`src/rtl/rtc_regs.svh`:
```
`ifndef RTC_REGS_SVH
`define RTC_REGS_SVH

// Register offsets (4-bit pointer)
`define RTC_OFF_CS1      4'h0
`define RTC_OFF_CS2      4'h1
`define RTC_OFF_SEC      4'h2
`define RTC_OFF_ALM_MIN  4'h9
`define RTC_OFF_ALM_HR   4'hA
`define RTC_OFF_ALM_DAY  4'hB
`define RTC_OFF_ALM_WKD  4'hC
`define RTC_OFF_CLKOUT   4'hD
`define RTC_OFF_TMR_CTL  4'hE

// Reset patterns
`define RTC_CS1_RST      8'h08
`define RTC_CS2_RST      8'h00
`define RTC_MSB_MASK     8'h80
`define RTC_LOW2_MASK    8'h03
`define RTC_OVERRIDE_TEST_CONTROL_BIT_BIT    3

// Slave addresses
`define RTC_ADDR_RD      8'hA3
`define RTC_ADDR_WR      8'hA2

// Bit counting
`define RTC_BYTE_BITS    4'h8
`define RTC_LAST_BIT     4'h7
`define RTC_CNT_ZERO     4'h0
`define RTC_CNT_ONE      4'h1
`define RTC_PTR_ZERO     4'h0
`define RTC_PTR_ONE      4'h1
`define RTC_NUM_REGS     16

`endif

```
`src/rtl/rtc_pkg.sv`:
```
package rtc_pkg;

    typedef struct packed {
        logic scl;
        logic sda;
    } rtc_pins_s;

    typedef enum logic [3:0] {
        ST_IDLE    = 4'b0000,
        ST_DEV     = 4'b0001,
        ST_DEV_ACK = 4'b0010,
        ST_PTR     = 4'b0011,
        ST_PTR_ACK = 4'b0100,
        ST_WR      = 4'b0101,
        ST_WR_ACK  = 4'b0110,
        ST_RD      = 4'b0111,
        ST_RD_ACK  = 4'b1000
    } rtc_state_e;

endpackage : rtc_pkg

```
`src/rtl/rtc_i2c_slave.sv`:
```
`timescale 1ns/1ps
`include "rtc_regs.svh"

// Overview of operation
// - Stay in reset while oscillator stopped.
// - Reset clears bus logic, pointer, loads patterns.
// - No bus activity during internal reset.
// - Control/status one 08h, two 00h.
// - Seconds and alarm bit 7 set.
// - Clock-output control: bit7 set, bits1:0 cleared.
// - Countdown control: bit7 cleared, bits1:0 set.
// - Undefined bits untouched by reset.
// - Override sequence ends reset immediately.
// - Writing test bit zero cancels override.
// - No override re-entry until test bit one.
// - Clearing test bit otherwise has no effect.
// - Data changes during clock-high are conditions.
// - Falling data is START, rising is STOP.
// - Unlimited bytes, each followed by acknowledge.
// - Acknowledge every received byte when addressed.
// - Hold data low through acknowledge clock-high.
// - Master nack ends read; release data line.
// - First byte is address; slave only.
// - Answer A3h read, A2h write only.
// - Pointer from low four bits.
module rtc_i2c_slave
    import rtc_pkg::*;
(
    input  wire logic       clk_i,
    input  wire logic       resetn_i,
    input  wire logic       osc_running_i,
    input  wire logic       scl_i,
    input  wire logic       sda_i,
    output logic            sda_o,
    output logic            sda_oe_o,
    output logic            in_reset_o,
    output logic            override_o,
    output logic [7:0]      ctrl_status_one_o
);

    rtc_pins_s  pins_m_q;
    rtc_pins_s  pins_s_q;
    rtc_pins_s  pins_p_q;
    logic       osc_m_q;
    logic       osc_s_q;
    rtc_state_e state_q;
    logic [3:0] cnt_q;
    logic [7:0] shreg_q;
    logic [7:0] tx_q;
    logic [3:0] ptr_q;
    logic       rw_q;
    logic       low_q;
    logic       ovr_q;
    logic       arm_q;
    logic       in_reset_q;
    logic       sda_o_q;
    logic [7:0] regs_q [`RTC_NUM_REGS];

    logic       int_rst;
    logic       scl_rise;
    logic       scl_fall;
    logic       start_c;
    logic       stop_c;
    logic       wr_done;
    logic       ptr_done;
    logic       rd_done;

    // Two-flop synchronisers for pins and oscillator status
    always_ff @(posedge clk_i) begin
        if (!resetn_i) begin
            pins_m_q <= '1;
            pins_s_q <= '1;
            pins_p_q <= '1;
            osc_m_q  <= 1'b0;
            osc_s_q  <= 1'b0;
        end else begin
            pins_m_q <= '{scl: scl_i, sda: sda_i};
            pins_s_q <= pins_m_q;
            pins_p_q <= pins_s_q;
            osc_m_q  <= osc_running_i;
            osc_s_q  <= osc_m_q;
        end
    end

    assign int_rst  = !resetn_i || (!osc_s_q && !ovr_q);
    assign scl_rise = pins_s_q.scl && !pins_p_q.scl;
    assign scl_fall = !pins_s_q.scl && pins_p_q.scl;
    assign start_c  = pins_s_q.scl && pins_p_q.scl && pins_p_q.sda && !pins_s_q.sda;
    assign stop_c   = pins_s_q.scl && pins_p_q.scl && !pins_p_q.sda && pins_s_q.sda;
    assign ptr_done = (state_q == ST_PTR) && scl_fall && (cnt_q == `RTC_BYTE_BITS);
    assign wr_done  = (state_q == ST_WR) && scl_fall && (cnt_q == `RTC_BYTE_BITS);
    assign rd_done  = (state_q == ST_RD) && scl_fall && (cnt_q == `RTC_LAST_BIT);

    // Protocol state machine; data only sampled on clock-high edges
    always_ff @(posedge clk_i) begin
        if (int_rst) begin
            state_q <= ST_IDLE;
            cnt_q   <= `RTC_CNT_ZERO;
            shreg_q <= '0;
            tx_q    <= '0;
            rw_q    <= 1'b0;
            low_q   <= 1'b0;
        end else if (start_c) begin
            state_q <= ST_DEV;
            cnt_q   <= `RTC_CNT_ZERO;
            low_q   <= 1'b0;
        end else if (stop_c) begin
            state_q <= ST_IDLE;
            low_q   <= 1'b0;
        end else begin
            unique case (state_q)
                ST_IDLE: begin
                end
                ST_DEV, ST_PTR, ST_WR: begin
                    if (scl_rise && cnt_q != `RTC_BYTE_BITS) begin
                        shreg_q <= {shreg_q[6:0], pins_s_q.sda};
                        cnt_q   <= cnt_q + `RTC_CNT_ONE;
                    end else if (scl_fall && cnt_q == `RTC_BYTE_BITS) begin
                        cnt_q <= `RTC_CNT_ZERO;
                        if (state_q == ST_DEV) begin
                            if (shreg_q == `RTC_ADDR_RD || shreg_q == `RTC_ADDR_WR) begin
                                state_q <= ST_DEV_ACK;
                                low_q   <= 1'b1;
                                rw_q    <= shreg_q[0];
                            end else begin
                                state_q <= ST_IDLE;
                            end
                        end else if (state_q == ST_PTR) begin
                            state_q <= ST_PTR_ACK;
                            low_q   <= 1'b1;
                        end else begin
                            state_q <= ST_WR_ACK;
                            low_q   <= 1'b1;
                        end
                    end
                end
                ST_DEV_ACK: begin
                    if (scl_fall) begin
                        if (rw_q) begin
                            state_q <= ST_RD;
                            tx_q    <= regs_q[ptr_q];
                            low_q   <= !regs_q[ptr_q][7];
                        end else begin
                            state_q <= ST_PTR;
                            low_q   <= 1'b0;
                        end
                    end
                end
                ST_PTR_ACK, ST_WR_ACK: begin
                    if (scl_fall) begin
                        state_q <= ST_WR;
                        low_q   <= 1'b0;
                    end
                end
                ST_RD: begin
                    if (scl_fall) begin
                        if (cnt_q == `RTC_LAST_BIT) begin
                            state_q <= ST_RD_ACK;
                            cnt_q   <= `RTC_CNT_ZERO;
                            low_q   <= 1'b0;
                        end else begin
                            tx_q  <= {tx_q[6:0], 1'b0};
                            low_q <= !tx_q[6];
                            cnt_q <= cnt_q + `RTC_CNT_ONE;
                        end
                    end
                end
                ST_RD_ACK: begin
                    if (scl_rise && pins_s_q.sda) begin
                        state_q <= ST_IDLE;
                    end else if (scl_fall) begin
                        state_q <= ST_RD;
                        tx_q    <= regs_q[ptr_q];
                        low_q   <= !regs_q[ptr_q][7];
                    end
                end
                default: begin
                    state_q <= ST_IDLE;
                    low_q   <= 1'b0;
                end
            endcase
        end
    end

    // Register pointer
    always_ff @(posedge clk_i) begin
        if (int_rst) begin
            ptr_q <= `RTC_PTR_ZERO;
        end else if (ptr_done) begin
            ptr_q <= shreg_q[3:0];
        end else if (wr_done || rd_done) begin
            ptr_q <= ptr_q + `RTC_PTR_ONE;
        end
    end

    function automatic logic [7:0] rst_val(input logic [3:0] a, input logic [7:0] v);
        logic [7:0] r;
        r = v;
        case (a)
            `RTC_OFF_CS1:     r = `RTC_CS1_RST;
            `RTC_OFF_CS2:     r = `RTC_CS2_RST;
            `RTC_OFF_SEC,
            `RTC_OFF_ALM_MIN,
            `RTC_OFF_ALM_HR,
            `RTC_OFF_ALM_DAY,
            `RTC_OFF_ALM_WKD: r = v | `RTC_MSB_MASK;
            `RTC_OFF_CLKOUT:  r = (v | `RTC_MSB_MASK) & ~`RTC_LOW2_MASK;
            `RTC_OFF_TMR_CTL: r = (v & ~`RTC_MSB_MASK) | `RTC_LOW2_MASK;
            default:          r = v;
        endcase
        return r;
    endfunction : rst_val

    // Register file; undefined bits have no reset term
    always_ff @(posedge clk_i) begin
        if (int_rst) begin
            for (int i = 0; i < `RTC_NUM_REGS; i++) begin
                regs_q[i] <= rst_val(4'(i), regs_q[i]);
            end
        end else if (wr_done) begin
            regs_q[ptr_q] <= shreg_q;
        end
    end

    // Reset override: while held in reset with the test bit set, a START
    // followed by a STOP releases the reset
    always_ff @(posedge clk_i) begin
        if (!resetn_i) begin
            ovr_q <= 1'b0;
            arm_q <= 1'b0;
        end else if (ovr_q) begin
            arm_q <= 1'b0;
            if (wr_done && ptr_q == `RTC_OFF_CS1 && !shreg_q[`RTC_OVERRIDE_TEST_CONTROL_BIT_BIT]) begin
                ovr_q <= 1'b0;
            end
        end else if (!osc_s_q && regs_q[`RTC_OFF_CS1][`RTC_OVERRIDE_TEST_CONTROL_BIT_BIT]) begin
            if (start_c) begin
                arm_q <= 1'b1;
            end else if (stop_c && arm_q) begin
                ovr_q <= 1'b1;
                arm_q <= 1'b0;
            end
        end else begin
            arm_q <= 1'b0;
        end
    end

    always_ff @(posedge clk_i) begin
        if (!resetn_i) begin
            in_reset_q <= 1'b1;
            sda_o_q    <= 1'b0;
        end else begin
            in_reset_q <= int_rst;
            sda_o_q    <= 1'b0;
        end
    end

    assign sda_o             = sda_o_q;
    assign sda_oe_o          = low_q;
    assign in_reset_o        = in_reset_q;
    assign override_o        = ovr_q;
    assign ctrl_status_one_o = regs_q[`RTC_OFF_CS1];
endmodule : rtc_i2c_slave

```
`config.mk`:
```
export PLATFORM = sky130hd
export DESIGN_NAME = rtc_i2c_slave
export DESIGN_NICKNAME = d
export VERILOG_FILES = /design/src/rtl/rtc_pkg.sv /design/src/rtl/rtc_i2c_slave.sv
export VERILOG_INCLUDE_DIRS = /design/src /design/src/rtl
export SDC_FILE = /design/constraint.sdc
export NUM_CORES = 1
export LEC_CHECK = 0
export ABC_AREA = 1
export BUFFER_PORTS_ARGS = -buffer_cell sky130_fd_sc_hd__buf_2
export CAP_MARGIN = 20
export CELL_PAD_IN_SITES_DETAIL_PLACEMENT = 1
export CELL_PAD_IN_SITES_GLOBAL_PLACEMENT = 2
export CORE_ASPECT_RATIO = 1.5
export CORE_MARGIN = 2
export CORE_UTILIZATION = 40
export CTS_CLUSTER_SIZE = 10
export DETAILED_ROUTE_END_ITERATION = 7
export PLACE_DENSITY = 0.88
export SLEW_MARGIN = 20
export SYNTH_ARGS = -nofsm -noshare
export SYNTH_HDL_FRONTEND = slang
export SYNTH_SLANG_ARGS = --single-unit
```
`constraint.sdc`:
```
create_clock -name clk_i -period 2.26 [get_ports clk_i]
set_input_delay 0.565 -clock clk_i [delete_from_list [all_inputs] [get_ports clk_i]]
set_output_delay 0.565 -clock clk_i [all_outputs]
set_load 0.005 [all_outputs]
```
== Word-level counts from Yosys, hierarchy flattened ==
Memories as Yosys holds them, arrays and structs flattened. A register that Yosys moved wholly into a read port is not among the register bits.
Index checks and enable logic that the tools add are counted.
W data, S select, Z words.
Operators by class
  $add $sub $neg: 2
  equal/unequal tests: 35
  multiplexer cells: 95
  bitwise operators: 6
  reductions and logical operators: 61
Operator list (number)
  $mux W8: 24
  $mux W4: 25
  $reduce_or A8 Y1: 8
  $mux W7: 6
  $mux W1: 33
  $ne A4 B4 Y1 const B: 6
  $pmux W4 S6: 1
  $logic_and A1 B1 Y1: 21
  $pmux W7 S3: 1
  $eq A4 B3 Y1 const B: 5
  $ne A2 B2 Y1 const B: 9
  $reduce_and A9 Y1: 2
  $eq A8 B8 Y1 const B: 2
  $reduce_and A8 Y1: 2
  $ne A3 B3 Y1 const B: 4
  $logic_not A1 Y1: 10
  $reduce_or A3 Y1: 3
  $add A4 B1 Y4 const B: 2
  $eq A4 B2 Y1 const B: 2
  $eq A4 B4 Y1 const B: 2
  $logic_not A4 Y1: 2
  $pmux W4 S2: 1
  $reduce_and A4 Y1: 2
  $reduce_and A7 Y1: 1
  other kinds (14): 25
Word-level totals
  bits in registers: 40
  RAM bits: 128
  bits of input ports: 5
  memories kept: 1
Memories
  regs_q: depth 16, width 8, rd ports 2, clocked after Yosys merged registers in 1, wr ports 9, line rtc_i2c_slave.sv:57  | logic [7:0] regs_q [`RTC_NUM_REGS];

== Depth between registers and ports, before layout ==
Gate-level depths: netlist (run 1).
  depth in word-level cells: 15
  mapped depth: 14
  mapped depth without buffers: 14

== Worst setup path before layout (run 1) ==
OpenSTA, ideal clock, no wires.
  path kind: register to register
  start: register cnt_q[0]
  end: memory regs_q[3][0] (enable)
  arrival: 1.561 ns
  path slack: 0.329 ns
  stages on the path, launching flop included: 11
  buffers on the path: 0
  period minus slack after synthesis: 1.931 ns
  cells stage by stage: dfxtp_1 inv_1 ha_1 nand2_1 nor2_1 nand2_1 inv_2 nand2_2 nor2_8 nand2_1 nor2_1
RTL lines
  start, declared: line rtc_i2c_slave.sv:47  | logic [3:0] cnt_q;
  start signal, assigned: line rtc_i2c_slave.sv:98  | cnt_q <= `RTC_CNT_ZERO;
  start signal, assigned: line rtc_i2c_slave.sv:105  | cnt_q <= `RTC_CNT_ZERO;
  start signal, assigned: line rtc_i2c_slave.sv:117  | cnt_q <= cnt_q + `RTC_CNT_ONE;
  end, declared: line rtc_i2c_slave.sv:57

==> results of run 1 <==
==> final cells by class <==
class / count / area, µm² / share of cell area [%]
Tap cell: 252 / 315 / 3.68
Clock buffer: 18 / 450 / 5.26
Sequential cell: 172 / 4670 / 54.5
Timing Repair Buffer: 50 / 350 / 4.09
Multi-Input combinational cell: 502 / 2410 / 28.2
Inverter: 65 / 244 / 2.85
Clock inverter: 14 / 121 / 1.42
==> logic make-up (layout without fill, tap and decap cells) <==
logic type | after synthesis | after routing | share of synthesized area (%)
simple gates | 364 | 364 | 21.6
flops | 172 | 172 | 62.6
compound gates | 129 | 129 | 9.40
buf+inv | 95 | 147 | 5.10
fa+ha+maj | 6 | 6 | 1.01
xor+xnor | 2 | 2 | 0.235
other cells | 1 | 1 | 0.0503
==> registers in the layout (all words and copies together), names as in the netlist, named ones only <==
register and count:
regs_q 128, shreg_q 8, tx_q 7, cnt_q 4, ptr_q 4, state_q 4
pins_m_q 2, pins_p_q 2, pins_s_q 2, arm_q 1, in_reset_o 1, osc_m_q 1
osc_s_q 1, override_o 1, rw_q 1, sda_oe_o 1
==> through the flow <==
stage / instance area, µm² / instances / setup slack (ns) / power [µW] / hold slack, ns
2_1_floorplan: 7450 / 769 / 0.329 / 3460 / 0.390
3_3_place_gp: 7980 / 1041 / 0.251 / 3500 / 0.397
6_report: 8560 / 1073 / 0.217 / 6310 / 0.304
4_1_cts: 8550 / 1073 / 0.157 / 6320 / 0.296
3_5_place_dp: 7980 / 1041 / 0.179 / 3500 / 0.405
5_1_grt: 8560 / 1073 / 0.0569 / 6450 / 0.303
==> cells in the mapped netlist <==
| master | count |
|---|---|
| nand4_1 | 6 |
| edfxtp_1 | 122 |
| nand2_1 | 93 |
| o21bai_1 | 1 |
| o21ai_1 | 2 |
| o31a_1 | 1 |
| a21oi_1 | 36 |
| clkbuf_1 | 17 |
| nor2_1 | 152 |
| nor2_4 | 3 |
| and2_1 | 1 |
| and3_1 | 1 |
| buf_1 | 3 |
| ha_1 | 6 |
| conb_1 | 1 |
| nor2_2 | 12 |
| o21ai_0 | 70 |
| xor2_1 | 2 |
| buf_2 | 7 |
| inv_2 | 9 |
| nand3b_1 | 1 |
| clkinv_1 | 2 |
| a21oi_2 | 1 |
| a211oi_1 | 1 |
| nor2_8 | 1 |
| buf_6 | 1 |
| nor3b_1 | 1 |
| or2_2 | 8 |
| buf_4 | 2 |
| nand3_1 | 71 |
| nand2_2 | 6 |
| nand4_2 | 1 |
| o211ai_1 | 17 |
| dfxtp_1 | 50 |
| nand3_2 | 1 |
| nor3_1 | 6 |
| inv_1 | 54 |
==> power by group through the flow <==
| stage | logic, µW | registers (µW) | clock network, µW |
|---|---|---|---|
| 6_report | 74.5 | 3350 | 2880 |
| 5_1_grt | 84.3 | 3350 | 3010 |
| 4_1_cts | 76.1 | 3350 | 2890 |
| 3_5_place_dp | 75.7 | 3430 | 0 |
| 3_3_place_gp | 73.6 | 3420 | 0 |
| 2_1_floorplan | 41.2 | 3420 | 0 |
==> critical path, cell delays in order (launching register included) <==
cell,delay [ns]
dfxtp_1,0.34
inv_1,0.09
ha_1,0.18
nand2_1,0.06
nor2_1,0.09
nand2_1,0.08
inv_2,0.06
nand2_2,0.10
nor2_8,0.15
nand2_2,0.11
nor2_2,0.41
==> routing by layer <==
layer	GRT usage (%)	share of wire, %
met1	23.0	37
met3	3.79	3.3
met2	42.4	56
met5	0	0
met4	10.0	3.5
==> what timing repair did <==
| action | CTS | global route |
|---|---|---|
| hold buffers | 0 | 0 |
| endpoints found under the hold margin | 0 | 0 |
| resized for setup | 0 | 1 |
| endpoints found under the setup margin | 0 | 6 |
==> path summary, 6_finish.rpt <==
check | start | end | slack (ns) | depth (start not counted)
setup / recovery | cnt_q[0] | regs_q[2][1] | 0.22 | 10
setup reg to reg | cnt_q[0] | regs_q[2][1] | 0.22 | 10
hold / removal | sda_i | pins_m_q[0] | 0.30 | 2
hold reg to reg | osc_m_q | osc_s_q | 0.42 | 2
==> results.sh, run 1 <==
export IMPL_status="complete, no violations"
export IMPL_fp_coreArea_um2=18400
export IMPL_fillCellCount=2092
export IMPL_required_ns=2.33
export IMPL_max_cap_violations=0
export IMPL_overflow=0
export IMPL_skew_ns=0.0173
export IMPL_synth_area_leader_cell="edfxtp_1"
export IMPL_num_vias=5597
export IMPL_diodes=0
export IMPL_cts_tree="yes"
export IMPL_final_common_cell="nor2_1"
export IMPL_cts_setup_buffers=0
export IMPL_dieArea_um2=19800
export IMPL_final_cell_mix="nor2_1, edfxtp_1, nand2_1"
export IMPL_ys_ff_latch=172
export IMPL_seq_power_share_pct=53.2
export IMPL_hold_path_class="in -> reg"
export IMPL_drtIter0Drc=316
export IMPL_max_vdd_ir_drop_uv=503
export IMPL_synth_cells=769
export IMPL_synth_area_top_cells="edfxtp_1, dfxtp_1, nor2_1"
export IMPL_syn_cell_area_um2=7450
export IMPL_drc=0
export IMPL_slew_headroom_pct=59.9
export IMPL_ant_nets=0
export IMPL_p_comb_share_pct=1.2
export IMPL_dpl_hpwl_um=15200
export IMPL_synth_top_cell_area_share_pct=49.2
export IMPL_setup_viol=0
export IMPL_dr_pass1_iters=5
export IMPL_grt_pass1_vias=6065
export IMPL_setup_tns_ns=0
export IMPL_ioPinCount=17
export IMPL_clock_latency_ns=0.44
export IMPL_path_max_fanout=9
export IMPL_grt_start_max_net_pins=73
export IMPL_drive_gt1_share_pct=15.2
export IMPL_cts_sinks=172
export IMPL_power_share_clock_pct=45.6
export IMPL_grt_pass1_wl_um=32500
export IMPL_htree_levels=4
export IMPL_grt_setup_unrepaired="false"
export IMPL_path_clk_slew_ns=0.08
export IMPL_wl_um=20600
export IMPL_cp_arrival_ns=2.11
export IMPL_p_sw_uw=1410
export IMPL_vias_per_cell=5.22
export IMPL_fmax_ghz=0.489
export IMPL_antenna_found_initial=0
export IMPL_area_growth_pct=14.9
export IMPL_power_density_nw_per_um2=737
export IMPL_p_int_uw=4890
export IMPL_synth_cell_types=37
export IMPL_cts_made_buffers=17
export IMPL_critical_path_startpoint_type="flip-flop"
export IMPL_path_class="reg -> reg"
export IMPL_cts_root_buf="clkbuf_16"
export IMPL_seq_area_frac_synth_pct=62.6
export IMPL_finalHoldViolCount=0
export IMPL_p_leak_uw=0.00308
export IMPL_die_y_um=171
export IMPL_ys_warn_count=0
export IMPL_crit_path_end_kind="flip-flop"
export IMPL_switching_share_pct=22.4
export IMPL_ctsLongestPathBuffers=2
export IMPL_grt_usage_pct=22.1
export IMPL_post_route_period_util_pct=90.4
export IMPL_io_buffers=15
export IMPL_die_w_um=115
export IMPL_routedWlPerCell_um=19.2
export IMPL_rows=61
export IMPL_globalplace_congestion=0.847
export IMPL_max_slew_worst_pin_slew_ns=0.601
export IMPL_fin_util_pct=46.5
export IMPL_syn_avg_cell_area_um2=9.69
export IMPL_start_util_pct=40.5
export IMPL_syn_num_nets=780
export IMPL_fin_nets=819
export IMPL_report_final_slew_viol_count=0
export IMPL_layout_min_cycle_time_ns=2.04
(Power assumes the default switching activity.)
==> run 2, diff against run 1 <==
Settings changed: MAX_ROUTING_LAYER from default to met4.
==> run 2 against run 1 <==
Combinational power is 0.5% higher. Count of clock-buffer cells in the layout stayed put. Non-clock buffer count stayed put. Utilization stayed put. Flip-flop and latch count stayed put. Critical endpoint unchanged. Highest routed layer unchanged.
==> results.sh, run 2 (synthesized netlist as in run 1, its figures left out) <==
export IMPL_final_cell_mix="nor2_1, edfxtp_1, nand2_1"
export IMPL_cts_setup_buffers=0
export IMPL_cts_sinks=172
export IMPL_vias_per_cell=5.20
export IMPL_status="complete, no violations"
export IMPL_slowest_delay_ns=0.42
export IMPL_largest_reg_flops=128
export IMPL_grt_usage_pct=22.7
export IMPL_max_cap_violations=0
export IMPL_htree_levels=4
export IMPL_ant_nets=0
export IMPL_p_comb_share_pct=1.2
export IMPL_grt_met1_usage_pct=22.7
export IMPL_num_vias=5575
export IMPL_die_y_um=171
export IMPL_skew_ns=0.0165
export IMPL_fmax_ghz=0.487
export IMPL_drtIter0Drc=318
export IMPL_overflow=0
export IMPL_critPathTopFamily="simple AND/OR/NAND/NOR gates"
export IMPL_globalplace_congestion=0.862
export IMPL_design_area_um2=8560
export IMPL_power_density_nw_per_um2=735
export IMPL_cts_made_buffers=17
export IMPL_antenna_found_initial=0
export IMPL_cts_tree="yes"
export IMPL_crit_path_end_kind="flip-flop"
export IMPL_dieArea_um2=19800
export IMPL_max_slew_worst_pin_slew_ns=0.587
export IMPL_fp_coreArea_um2=18400
export IMPL_grt_start_max_net_pins=73
export IMPL_largestRegisters="regs_q: 128 flops, shreg_q: 8 flops, tx_q: 7 flops"
export IMPL_path_class="reg -> reg"
export IMPL_ctsLongestPathBuffers=2
export IMPL_setup_tns_ns=0
export IMPL_use_met2_pct=42.6
export IMPL_rr_startpoint="cnt_q[0]"
export IMPL_reg2regPathDepth=10
export IMPL_p_leak_uw=0.00308
export IMPL_power_share_clock_pct=45.5
export IMPL_fillCellCount=2092
export IMPL_critPathSlowestCell="nor2_2"
export IMPL_hp_start="sda_i"
export IMPL_crit_cells=10
export IMPL_ioPinCount=17
export IMPL_slew_headroom_pct=60.8
export IMPL_routedWlPerCell_um=19.2
export IMPL_path_cells="inv_1 -> ha_1 -> nand2_1 -> nor2_1 -> nand2_1 -> inv_2 -> nand2_2 -> nor2_8 -> nand2_2 -> nor2_2"
export IMPL_diodes=0
export IMPL_path_buf_inv=2
export IMPL_die_w_um=115
export IMPL_busiest_layer="met2"
export IMPL_area_growth_pct=14.9
export IMPL_io_buffers=15
export IMPL_met3_usage_pct=3.79
export IMPL_dpl_hpwl_um=15200
export IMPL_cts_root_buf="clkbuf_16"
export IMPL_layout_min_cycle_time_ns=2.05
export IMPL_p_total_uw=6290
export IMPL_max_vdd_ir_drop_uv=494
export IMPL_wl_um=20600
export IMPL_final_common_cell="nor2_1"
export IMPL_report_final_slew_viol_count=0
export IMPL_drc=0
export IMPL_clock_latency_ns=0.44
export IMPL_p_sw_uw=1400
export IMPL_setup_viol=0
export IMPL_finalHoldViolCount=0
export IMPL_switching_share_pct=22.2
export IMPL_r2r_end="regs_q[2][1]"
export IMPL_start_util_pct=40.5
export IMPL_fin_nets=819
export IMPL_grt_pass1_vias=6059
export IMPL_path_max_fanout=9
export IMPL_drive_gt1_share_pct=15.2
export IMPL_crit_path_start="cnt_q[0]"
export IMPL_whs_endpoint="pins_m_q[0]"
export IMPL_r2r_setup_slack_ns=0.21
export IMPL_hold_path_class="in -> reg"
export IMPL_fin_util_pct=46.5
export IMPL_grt_setup_unrepaired="false"
export IMPL_p_int_uw=4890
export IMPL_whs_path_depth=2
export IMPL_placed_cell_area_um2=7980
export IMPL_cp_arrival_ns=2.12
export IMPL_seq_power_share_pct=53.3
export IMPL_path_clk_slew_ns=0.08
export IMPL_grt_pass1_wl_um=32400
export IMPL_post_route_period_util_pct=90.9
export IMPL_critical_path_startpoint_type="flip-flop"
export IMPL_rows=61
export IMPL_top_register="regs_q"
export IMPL_dr_pass1_iters=4
export IMPL_required_ns=2.33
run 2: cell counts in the layout (fill, tap and decap cells not counted):
No cell type changed its count.
run 2: how the worst max path moves through the flow:
stage,endpoint,slack (ns)
floorplan,regs_q[3][0],0.33
global placement,regs_q[11][3],0.25
detailed placement,regs_q[11][5],0.18
CTS,regs_q[11][3],0.16
global route,regs_q[2][1],0.05
finish,regs_q[2][1],0.21
run 2: layout make-up:
type	instances	area, µm²	area share (%)
clock inverters	14	121	1.42
inverters	65	244	2.85
well taps	252	315	3.68
flip-flops and latches	172	4670	54.5
clock buffers	18	450	5.26
multi-input cells	502	2410	28.2
repair buffers	50	350	4.09
run 2: through the flow:
stage | worst slack [ns] | std cells | hold slack, ns
2_1_floorplan | 0.329 | 769 | 0.390
3_3_place_gp | 0.251 | 1041 | 0.397
3_5_place_dp | 0.179 | 1041 | 0.405
4_1_cts | 0.157 | 1073 | 0.296
5_1_grt | 0.0510 | 1073 | 0.303
6_report | 0.207 | 1073 | 0.308
run 2: metal layers:
layer / vias up / part of all wire (%)
li1: 2684 / -
met1: 2731 / 37
met2: 110 / 57
met3: 50 / 3.2
met4: 0 / 3.5
met5: - / 0
run 2: timing repair:
| action | CTS | global route |
|---|---|---|
| gates resized for setup | 0 | 1 |
| hold buffers | 0 | 0 |
| setup endpoints to repair | 0 | 6 |
run 2: power groups by stage:
stage | registers (µW) | logic (µW) | clock network [µW]
6_report | 3350 | 74.9 | 2860
3_5_place_dp | 3430 | 75.7 | 0
5_1_grt | 3350 | 84.3 | 3010
3_3_place_gp | 3420 | 73.6 | 0
2_1_floorplan | 3420 | 41.2 | 0
4_1_cts | 3350 | 76.1 | 2890
==> run 3, diff against run 2 <==
Settings changed: CORE_UTILIZATION 40 to 44, PLACE_DENSITY 0.88 to 0.95.
Clock period 2.26 ns to 2.37 ns, I/O delays scaled along.
==> run 3 against run 2 <==
First-iteration DRC count rose by 4.4%. Flip-flop and latch count did not move. Setup slack improved by 0.11 ns. Clock power fell by 1%. Critical path depth did not move. Sequential share of layout area rose by 0.50 points. Sequential power fell by 4%. Worst hold slack improved by 0.038 ns. Utilization rose by 4.3 points.
==> results.sh, run 3 (synthesized netlist as in run 1, its figures left out) <==
export IMPL_status="complete, no violations"
export IMPL_fmax_ghz=0.488
export IMPL_path_clk_slew_ns=0.07
export IMPL_cts_resized=0
export IMPL_crit_path_start="cnt_q[0]"
export IMPL_wl_um=21400
export IMPL_start_util_pct=44.6
export IMPL_max_cap_violations=0
export IMPL_final_cell_mix="nor2_1, edfxtp_1, nand2_1"
export IMPL_cts_root_buf="clkbuf_16"
export IMPL_io_buffers=15
export IMPL_cts_tree="yes"
export IMPL_num_vias=5653
export IMPL_ant_nets=0
export IMPL_area_growth_pct=13.8
export IMPL_fin_util_pct=50.8
export IMPL_hold_path_class="in -> reg"
export IMPL_power_share_clock_pct=46.3
export IMPL_cts_setup_buffers=0
export IMPL_largestRegisters="regs_q: 128 flops, shreg_q: 8 flops, tx_q: 7 flops"
export IMPL_slew_headroom_pct=62.8
export IMPL_power_density_nw_per_um2=718
export IMPL_clock_latency_ns=0.43
export IMPL_fin_ws_ns=0.320
export IMPL_ioPinCount=17
export IMPL_p_sw_uw=1300
export IMPL_diodes=0
export IMPL_globalplace_congestion=0.968
export IMPL_p_leak_uw=0.00305
export IMPL_grt_setup_unrepaired="false"
export IMPL_critical_path_startpoint_type="flip-flop"
export IMPL_place_worst_setup_slack_ns=0.300
export IMPL_skew_ns=0.0109
export IMPL_dpl_hpwl_um=15200
export IMPL_drtIter0Drc=332
export IMPL_dieArea_um2=18000
export IMPL_die_w_um=110
export IMPL_grt_pass1_wl_um=33700
export IMPL_fin_nets=814
export IMPL_overflow=0
export IMPL_seq_power_share_pct=52.5
export IMPL_crit_path_end_kind="flip-flop"
export IMPL_ctsLongestPathBuffers=2
export IMPL_required_ns=2.44
export IMPL_switching_share_pct=21.4
export IMPL_top_register="regs_q"
export IMPL_report_final_slew_viol_count=0
export IMPL_hp_start="sda_i"
export IMPL_die_y_um=163
export IMPL_max_slew_worst_pin_slew_ns=0.557
export IMPL_grt_usage_pct=26.3
export IMPL_path_cells="inv_1 -> ha_1 -> nand2_1 -> nor2_1 -> nand2_1 -> inv_2 -> nand2_2 -> nor2_8 -> nand2_1 -> nor2_2"
export IMPL_grt_pass1_vias=6268
export IMPL_antenna_found_initial=0
export IMPL_cp_arrival_ns=2.12
export IMPL_critPathSlowestCell="nor2_2"
export IMPL_htree_levels=4
export IMPL_rr_startpoint="cnt_q[0]"
export IMPL_busiest_layer="met2"
export IMPL_drc=0
export IMPL_use_met2_pct=48.2
export IMPL_dr_pass1_iters=4
export IMPL_cts_sinks=172
export IMPL_max_vdd_ir_drop_uv=397
export IMPL_cp_common_cell="nand2_1"
export IMPL_vias_per_cell=5.51
export IMPL_post_route_period_util_pct=86.5
export IMPL_fp_coreArea_um2=16700
export IMPL_met3_usage_pct=3.59
export IMPL_largest_reg_flops=128
export IMPL_setup_tns_ns=0
export IMPL_layout_min_cycle_time_ns=2.05
export IMPL_grt_start_max_net_pins=45
export IMPL_rows=58
export IMPL_p_int_uw=4790
export IMPL_finalHoldViolCount=0
export IMPL_grt_met1_usage_pct=27.1
export IMPL_drive_gt1_share_pct=14.5
export IMPL_final_common_cell="nor2_1"
export IMPL_path_max_fanout=9
export IMPL_cts_made_buffers=17
export IMPL_path_class="reg -> reg"
export IMPL_p_comb_share_pct=1.1
export IMPL_slowest_delay_ns=0.43
export IMPL_setup_viol=0
export IMPL_cts_hold_fix_buffers=0
export IMPL_routedWlPerCell_um=20.8
==> run 3: cell count changes in the layout (fill, tap and decap cells not counted), moves of 2 or more <==
cell	change
clkinvlp_4	+2
buf_4	-5
bufinv_16	+2
inv_6	-5
clkinv_4	+3
==> run 3: power groups by stage <==
stage	Clock, µW	Sequential [µW]	Combinational, µW
2_1_floorplan	0	3260	39.3
3_3_place_gp	0	3270	65.0
3_5_place_dp	0	3270	68.6
4_1_cts	2840	3200	69.3
5_1_grt	2950	3200	75.7
6_report	2820	3200	68.9
==> run 3: metal layers <==
metal | share of wire (%) | vias to the layer above
li1 | - | 2673
met1 | 37 | 2816
met2 | 57 | 108
met3 | 2.5 | 56
met4 | 3.9 | 0
met5 | 0 | -
==> run 3: worst paths after layout <==
path                                       to  slack, ns  depth (start not counted)
worst min register to register    pins_s_q[1]       0.42                          1
worst max-delay path            regs_q[11][1]       0.32                         10
worst min-delay path              pins_m_q[0]       0.35                          2
worst max register to register  regs_q[11][1]       0.32                         10
==> run 3: worst max-delay path: cells and delay by family (launching register included) <==
kind | cells | cell delay, ns
and+or+nand+nor | 7 | 1.03
DFF | 1 | 0.34
adders and majority gates | 1 | 0.17
buffers and inverters | 2 | 0.15
==> run 3: cell type report <==
class,instances,area (µm²)
clock inverter,14,160
multi-input combinational,502,2410
fill,1901,8210
tap,210,263
timing repair buffer,45,313
clock buffer,18,429
inverter,65,244
sequential,172,4670
==> run 3: per-stage QoR <==
stage	hold WS [ns]	area [µm²]	cells	power, µW
global route	0.347	8480	1026	6220
global placement	0.397	7890	994	3330
detailed placement	0.400	7890	994	3340
CTS	0.341	8480	1026	6110
floorplan	0.390	7450	769	3300
finish	0.345	8480	1026	6090
